--- config.mk ---
export PLATFORM = sky130hd
export DESIGN_NAME = pseq_power_sequence_control
export DESIGN_NICKNAME = d
export VERILOG_FILES = /design/src/pseq_power_sequence_control.v /design/src/pseq_sync2.v
export VERILOG_INCLUDE_DIRS = /design/src
export SDC_FILE = /design/constraint.sdc
export NUM_CORES = 1
export LEC_CHECK = 0
export BUFFER_PORTS_ARGS = -buffer_cell sky130_fd_sc_hd__buf_2
export CORE_MARGIN = 5
export CORE_UTILIZATION = 61
export CTS_CLUSTER_SIZE = 10
export DETAILED_ROUTE_END_ITERATION = 7
export HOLD_SLACK_MARGIN = 0.02
export PLACE_DENSITY = 0.82
export SYNTH_ARGS = -nofsm -noshare
export SYNTH_HDL_FRONTEND = slang
export SYNTH_SLANG_ARGS = --single-unit
--- constraint.sdc ---
create_clock -name clk_sys -period 2.7 [get_ports clk_sys]
set_input_delay 0.54 -clock clk_sys [delete_from_list [all_inputs] [get_ports clk_sys]]
set_output_delay 0.54 -clock clk_sys [all_outputs]
set_load 0.01 [all_outputs]
--- src/pseq_consts.vh ---
// constants for the power sequence controller
`ifndef PSEQ_CONSTS_VH
`define PSEQ_CONSTS_VH
`define PSEQ_CLK_MHZ          125
`define PSEQ_IGNORE_MS        60
// 60 ms at 125 MHz, sized to the counter width
`define PSEQ_IGNORE_CYC       24'h7270e0
`define PSEQ_HOLD_MS          20
// 20 ms at 125 MHz, sized to the counter width
`define PSEQ_HOLD_CYC         24'h2625a0
`define PSEQ_CNT_W            24
`define PSEQ_LOAD_COUNT       8
`define PSEQ_LOAD_LAST        4'h7
`define PSEQ_LOAD_W           4
`define PSEQ_MODE_W           2
`define PSEQ_MODE_STANDBY     2'h1
`endif

--- src/pseq_power_sequence_control.v ---
// power-up gating and mirror array shutdown sequencer
//
// Behaviour
// - The controller leaves reset only once supply-good is high.
// - For 60 ms after power-on sense rises, supply-good is ignored.
// - A supply-good drop starts the shutdown sequence inside the 20 ms hold window.
// - Shutdown does memory loads to the mirror array, then the park instruction.
`include "pseq_consts.vh"

// window lengths default to the real timing; a bench may shorten them
module pseq_power_sequence_control #(
	parameter [`PSEQ_CNT_W-1:0] IGNORE_CYC = `PSEQ_IGNORE_CYC,
	parameter [`PSEQ_CNT_W-1:0] HOLD_CYC   = `PSEQ_HOLD_CYC
) (
	input  wire                     clk_sys,
	input  wire                     rst_n,
	input  wire                     supply_good_in,
	input  wire                     power_on_sense_in,
	input  wire                     mode_valid,
	input  wire [`PSEQ_MODE_W-1:0]  mode_value,
	input  wire                     mirror_ack,
	output reg                      core_rst_n,
	output reg                      mirror_load_req,
	output reg                      mirror_park_req,
	output reg                      shutdown_busy,
	output reg                      shutdown_done,
	output reg                      hold_expired
);
	localparam [2:0] ST_OFF   = 3'h0;
	localparam [2:0] ST_WAIT  = 3'h1;
	localparam [2:0] ST_RUN   = 3'h2;
	localparam [2:0] ST_LOAD  = 3'h3;
	localparam [2:0] ST_PARK  = 3'h4;
	localparam [2:0] ST_PARKD = 3'h5;

	localparam [`PSEQ_LOAD_W-1:0] LOAD_LAST = `PSEQ_LOAD_LAST;

	wire pg_s;
	wire ps_s;

	pseq_sync2 u_sync_pg (
		.clk_sys (clk_sys),
		.rst_n   (rst_n),
		.d_in    (supply_good_in),
		.q_out   (pg_s)
	);

	pseq_sync2 u_sync_ps (
		.clk_sys (clk_sys),
		.rst_n   (rst_n),
		.d_in    (power_on_sense_in),
		.q_out   (ps_s)
	);

	reg  [2:0]              state_r;
	reg  [2:0]              state_nxt;
	reg  [`PSEQ_CNT_W-1:0]  ign_cnt_r;
	reg  [`PSEQ_CNT_W-1:0]  hold_cnt_r;
	reg  [`PSEQ_LOAD_W-1:0] load_cnt_r;
	reg                     ps_d_r;
	reg                     pg_drop_r;

	function [`PSEQ_CNT_W-1:0] dec_sat;
		input [`PSEQ_CNT_W-1:0] v;
		begin
			dec_sat = (v == {`PSEQ_CNT_W{1'b0}}) ? v : v - 1'b1;
		end
	endfunction

	wire ps_rise    = ps_s & ~ps_d_r;
	wire ign_active = (ign_cnt_r != {`PSEQ_CNT_W{1'b0}});
	wire pg_eff     = pg_s & ~ign_active;
	wire standby    = mode_valid & (mode_value == `PSEQ_MODE_STANDBY);

	// ignore window counter restarts at each power-on sense rise
	always @(posedge clk_sys or negedge rst_n) begin
		if (!rst_n) begin
			ps_d_r    <= 1'b0;
			ign_cnt_r <= {`PSEQ_CNT_W{1'b0}};
		end else begin
			ps_d_r <= ps_s;
			if (ps_rise)
				ign_cnt_r <= IGNORE_CYC;
			else if (!ps_s)
				ign_cnt_r <= {`PSEQ_CNT_W{1'b0}};
			else
				ign_cnt_r <= dec_sat(ign_cnt_r);
		end
	end

	always @* begin
		state_nxt = state_r;
		case (state_r)
			ST_OFF: begin
				if (ps_s)
					state_nxt = ST_WAIT;
			end
			ST_WAIT: begin
				if (!ps_s)
					state_nxt = ST_OFF;
				else if (pg_eff)
					state_nxt = ST_RUN;
			end
			ST_RUN: begin
				if (!ps_s)
					state_nxt = ST_OFF;
				else if (standby || (!pg_s && !ign_active))
					state_nxt = ST_LOAD;
			end
			ST_LOAD: begin
				if (mirror_ack && load_cnt_r == LOAD_LAST)
					state_nxt = ST_PARK;
			end
			ST_PARK: begin
				if (mirror_ack)
					state_nxt = ST_PARKD;
			end
			ST_PARKD: begin
				if (!ps_s)
					state_nxt = ST_OFF;
			end
			default: state_nxt = ST_OFF;
		endcase
	end

	// load and park both count as a shutdown in flight
	function in_shutdown;
		input [2:0] st;
		begin
			in_shutdown = (st == ST_LOAD) || (st == ST_PARK);
		end
	endfunction

	wire start_sd = (state_r == ST_RUN) && (state_nxt == ST_LOAD);
	wire to_off   = (state_nxt == ST_OFF);
	wire hold_out = (hold_cnt_r == {`PSEQ_CNT_W{1'b0}});

	always @(posedge clk_sys or negedge rst_n) begin
		if (!rst_n) begin
			state_r <= ST_OFF;
		end else begin
			state_r <= state_nxt;
		end
	end

	// load count and hold window, both armed as shutdown starts
	always @(posedge clk_sys or negedge rst_n) begin
		if (!rst_n) begin
			load_cnt_r <= {`PSEQ_LOAD_W{1'b0}};
			hold_cnt_r <= {`PSEQ_CNT_W{1'b0}};
		end else if (start_sd) begin
			load_cnt_r <= {`PSEQ_LOAD_W{1'b0}};
			hold_cnt_r <= HOLD_CYC;
		end else begin
			if (state_r == ST_LOAD && mirror_ack) begin
				load_cnt_r <= load_cnt_r + 1'b1;
			end
			hold_cnt_r <= dec_sat(hold_cnt_r);
		end
	end

	// a supply drop that starts the shutdown puts the hold window in force, unless standby starts it in the same cycle
	always @(posedge clk_sys or negedge rst_n) begin
		if (!rst_n) begin
			pg_drop_r <= 1'b0;
		end else if (to_off) begin
			pg_drop_r <= 1'b0;
		end else if (start_sd) begin
			pg_drop_r <= ~standby;
		end
	end

	// deadline flag: supply-drop shutdown not parked before the window ran out
	always @(posedge clk_sys or negedge rst_n) begin
		if (!rst_n) begin
			hold_expired <= 1'b0;
		end else if (to_off) begin
			hold_expired <= 1'b0;
		end else if (pg_drop_r && in_shutdown(state_r) && hold_out) begin
			hold_expired <= 1'b1;
		end
	end

	// core reset follows the run state and is kept through shutdown
	always @(posedge clk_sys or negedge rst_n) begin
		if (!rst_n) begin
			core_rst_n <= 1'b0;
		end else if (state_nxt == ST_RUN) begin
			core_rst_n <= 1'b1;
		end else if (!in_shutdown(state_nxt) && state_nxt != ST_PARKD) begin
			core_rst_n <= 1'b0;
		end
	end

	always @(posedge clk_sys or negedge rst_n) begin
		if (!rst_n) begin
			mirror_load_req <= 1'b0;
			mirror_park_req <= 1'b0;
		end else begin
			mirror_load_req <= (state_nxt == ST_LOAD);
			mirror_park_req <= (state_nxt == ST_PARK);
		end
	end

	always @(posedge clk_sys or negedge rst_n) begin
		if (!rst_n) begin
			shutdown_busy <= 1'b0;
			shutdown_done <= 1'b0;
		end else begin
			shutdown_busy <= in_shutdown(state_nxt);
			shutdown_done <= (state_nxt == ST_PARKD);
		end
	end
endmodule

--- src/pseq_sync2.v ---
// two-flop synchroniser for a single pin level
module pseq_sync2 (
	input  wire clk_sys,
	input  wire rst_n,
	input  wire d_in,
	output wire q_out
);
	reg meta_r;
	reg q_r;

	always @(posedge clk_sys or negedge rst_n) begin
		if (!rst_n) begin
			meta_r <= 1'b0;
			q_r    <= 1'b0;
		end else begin
			meta_r <= d_in;
			q_r    <= meta_r;
		end
	end

	assign q_out = q_r;
endmodule

# Word-level counts from Yosys, hierarchy flattened
# Cells that the tools add are included.
# word_totals
ff_bits	67
latchBits	0
ram_bits	0
mem_bits_ro	0
in_bits	8
out_inout_bits	6
elab_cells	83
memories	0
# classes
n_addsub	3
mul	0
div	0
order_cmp	0
eq_ne	14
shifts	0
mux	22
n_bitwise	6
n_reduce_logical	22
# op_table
cell	n
24-bit two-way mux	5
24-bit zero test	2
24-bit by 1-bit subtractor with 24-bit output (second input constant)	2
3-bit two-way mux	8
24-bit nonzero test	1
3-bit case mux with 6 select lines	1
3-bit by 2-bit equality test with 1-bit output (second input constant)	4
3-bit equality test (second input constant)	4
4-bit two-way mux	2
2-bit nonzero test	4
1-bit logical AND	7
3-bit zero test	2
1-bit two-way mux	6
3-bit inequality test (second input constant)	2
4-bit by 1-bit adder with 4-bit output (second input constant)	1
4-bit by 3-bit equality test with 1-bit output (second input constant)	1
1-bit bitwise AND	3
3-bit by 1-bit equality test with 1-bit output (second input constant)	1
1-bit zero test	3
1-bit logical OR	3
1-bit inverter	3
2-bit by 1-bit equality test with 1-bit output (second input constant)	1
2-bit inequality test (second input constant)	1

# Logic depth before layout (Yosys ltp)
# logic_depth
depth_word	13
mapped_depth	8
ltp_nobuf	7

# Cells and area by module
# From an unflattened synthesis, not the netlist that was laid out.
# unflattened
hier_cells	361
area_unflattened_um2	3507.1
# modules_own_cells
mod	n_inst	cells_each	area_per_inst_um2	seq_area_each_um2
pseq_power_sequence_control	1	357	3407.0	1576.5
pseq_sync2	2	2	50.0	50.0

# Worst setup path after synthesis
# OpenSTA, ideal clock, no wires.
# synth_timing
kind	register -> register
from	register hold_cnt_r[0]
to	register hold_cnt_r[23]
setup_ns	0.073
arrival_ns	1.990
required_time_ns	2.627
path_slack_ns	0.637
path_stages_with_launch	8
n_path_buf	0
synth_period_minus_slack_ns	2.063
path_cell_list	dfrtp_1 inv_1 ha_1 nor2b_1 a311o_1 or3_4 or4_4 a21oi_2
# synth_between
elab_chain_cells	3
elab_cells_between_ends	5
cone_classes	add/sub (1); eq/ne (1); mux (2); reduce/logical (1)
# synth_rtl
element	line	source
start, declared	pseq_power_sequence_control.v:58	reg [`PSEQ_CNT_W-1:0] hold_cnt_r;
start signal, assigned	pseq_power_sequence_control.v:150	hold_cnt_r <= {`PSEQ_CNT_W{1'b0}};
start signal, assigned	pseq_power_sequence_control.v:158	hold_cnt_r <= dec_sat(hold_cnt_r);
24-bit by 1-bit subtractor with 24-bit output	pseq_power_sequence_control.v:66	dec_sat = (v == {`PSEQ_CNT_W{1'b0}}) ? v : v - 1'b1;
24-bit two-way mux	pseq_power_sequence_control.v:66	
24-bit two-way mux	pseq_power_sequence_control.v:151	end else if (start_sd) begin
# Parallel ways exist; a longest one is shown, timed or not. The select of a mux whose other input is x is not followed.
# A chain may end at the register's enable or synchronous reset.

# Worst setup path after layout
# layout_timing
from	register hold_cnt_r[0]
to	register hold_cnt_r[22]
# Same word-level chain as after synthesis.

==> results_dict.tcl <==
set metrics [dict create \
    skew_ns 0.00728 \
    worstSetupPathType "reg -> reg" \
    grt_start_max_net_pins 44 \
    fin_tns_setup_ns 0 \
    drv_slew 0 \
    firstDrtPassIters 5 \
    pin_count 14 \
    clockRootBuffer "clkbuf_8" \
    antennaDiodeCount 0 \
    postSynthNetCount 364 \
    critPathRequiredTime_ns 2.95 \
    ir_drop_v 0.000376 \
    vias 2767 \
    syn_avg_cell_area_um2 9.77 \
    numCtsBuffers 9 \
    finalCritPeriodShare_pct 89.8 \
    synth_warnings 0 \
    gp_congestion 0.845 \
    cts_max_level 3 \
    rows 27 \
    place_hpwl_mm 5.02 \
    hold_viol_final 0 \
    synth_area_mm2 0.00344 \
    grt_use_total_pct 21.4 \
    setup_violations 0 \
    drive_above_1_share_pct 11.8 \
    drt_first_iter_violations 170 \
    critPathArrivalTime_ns 2.67 \
    die_y_um 85.1 \
    final_common_cell "dfrtp_1" \
    end_kind "flop" \
    start_kind "flop" \
    area_growth_pct 10.1 \
    syn_inst 352 \
    ys_types 53 \
    synth-seq-area-share_pct 48.8 \
    grt_setup_unrepaired "false" \
    port_buffers 13 \
    cts_sinks 67 \
    wl_per_cell_um 16.0 \
    cts_setup_buffers 0 \
    grt_overflow 0 \
    fp.dieArea_mm2 0.00724 \
    synth_edf_count 0 \
    drc 0 \
    num-nets-final 381 \
    grt_antenna_before_repair 0 \
    power.total_mw 2.27 \
    power_leakage_nw 1.48 \
    viasPerCell 6.20 \
    core_area_mm2 0.00551 \
    drv_cap 0 \
    ant_nets 0 \
    start_util_pct 62.4 \
    synthFlopType "dfrtp_1" \
    max-slew-margin-rel_pct 49.0 \
    ys_ff_latch 67 \
    clk-insertion-delay-late_ns 0.33 \
    grt_pass1_vias 2735 \
    die_w_um 85.1 \
    layout_common_cells "67 x dfrtp_1, 45 x nor2_1, 24 x nand2_1" \
    cts_max_path_buffers 2 \
    cts_tree "built" \
    final_util_pct 68.8 \
    period_minus_slack_ns 2.42 \
    critPathMaxFanout 9 \
    fmax_mhz 413 \
    synth-async-reset-ratio_pct 100 \
    wirelength_mm 7.12 \
    tightest_slew_ns 0.761 \
    grt_pass1_wl_mm 12.6 \
    holdBufCountCts 0 \
    outcome "complete, no violations" \
    cts_resized 0 \
    hold_class "in -> async" \
    clkTransAtPathRegs_ns 0.08 \
    powerDensity_mw_per_mm2 600 \
]
==> cells by family (layout without fill, tap and decap cells) <==
kind of cell,count (synthesis),count (layout),synth area share [%]
AND/OR/NAND/NOR,155,155,24.9
AO/OA/AOI/OAI,72,72,13.9
flip-flops,67,67,48.8
XOR/XNOR,31,31,7.90
buffers and inverters,20,42,2.26
adder cells (fa/ha/maj),4,4,1.46
multiplexers,3,3,0.910
==> cell type report <==
| cell class | count | area, µm² |
|---|---|---|
| inverter | 9 | 33.8 |
| clock inverter | 6 | 66.3 |
| clock buffer | 10 | 128 |
| sequential | 67 | 1680 |
| tap | 72 | 90.1 |
| fill | 415 | 1720 |
| multi-input combinational | 265 | 1680 |
| timing repair buffer | 17 | 108 |
==> state kept, by name, summed over array words and instances, names as in the netlist <==
name and count:
hold_cnt_r 24, ign_cnt_r 24, load_cnt_r 4, state_r 3, core_rst_n 1, hold_expired 1, mirror_load_req 1, mirror_park_req 1
pg_drop_r 1, ps_d_r 1, shutdown_busy 1, shutdown_done 1, u_sync_pg.meta_r 1, u_sync_pg.q_out 1, u_sync_ps.meta_r 1, u_sync_ps.q_out 1
==> routing by layer <==
| metal | vias up | wire, µm | GRT usage [%] |
|---|---|---|---|
| li1 | 1325 | - | - |
| met1 | 1355 | 3230 | 28.1 |
| met2 | 69 | 3490 | 34.9 |
| met3 | 18 | 252 | 3.69 |
| met4 | 0 | 153 | 9.21 |
| met5 | - | 0 | 0 |
==> where the power goes <==
part | switching (mW) | leakage (nW) | internal, mW
Sequential | 0.105 | 0.796 | 1.07
Clock | 0.387 | 0.0885 | 0.426
Combinational | 0.164 | 0.592 | 0.119
==> stage by stage <==
stage	hold slack (ns)	cells	setup slack [ns]	instance area [µm²]
2_1_floorplan	0.244	352	0.637	3440
3_3_place_gp	0.333	430	0.455	3590
3_5_place_dp	0.340	430	0.367	3590
4_1_cts	0.205	446	0.329	3790
5_1_grt	0.238	446	0.162	3790
6_report	0.199	446	0.276	3790
==> synth_stat cells (all sizes together) (8+ instances only) <==
library cell | instances | area (µm²)
dfrtp | 67 | 1680
nor2 | 45 | 169
nand2 | 24 | 90.1
a21oi | 22 | 114
xor2 | 19 | 166
nor3 | 15 | 80.1
o21ai | 12 | 60.1
xnor2 | 12 | 105
or4 | 11 | 86.3
nand3 | 10 | 50.1
nor4 | 10 | 98.8
clkbuf | 9 | 33.8
inv | 9 | 33.8
or3 | 9 | 61.3
o31ai | 8 | 60.1
==> worst max-delay path, cell delays in order, from the launching register on <==
cell     delay (ns)
dfrtp_1        0.40
inv_1          0.09
ha_1           0.15
nor2b_1        0.34
nand3_1        0.34
or3_1          0.50
or3_1          0.36
a21oi_1        0.16
==> path summary, 6_finish.rpt <==
path	cells past startpoint	from	slack [ns]	to
setup / recovery	7	hold_cnt_r[0]	0.28	hold_cnt_r[22]
setup reg to reg	7	hold_cnt_r[0]	0.28	hold_cnt_r[22]
hold / removal	1	rst_n	0.20	hold_cnt_r[4]
hold reg to reg	0	u_sync_ps.meta_r	0.36	u_sync_ps.q_out
min in group clk_sys	1	supply_good_in	0.31	u_sync_pg.meta_r
max in group asynchronous	2	rst_n	1.89	ign_cnt_r[12]
Note: power is estimated with default switching activity, not from simulation.
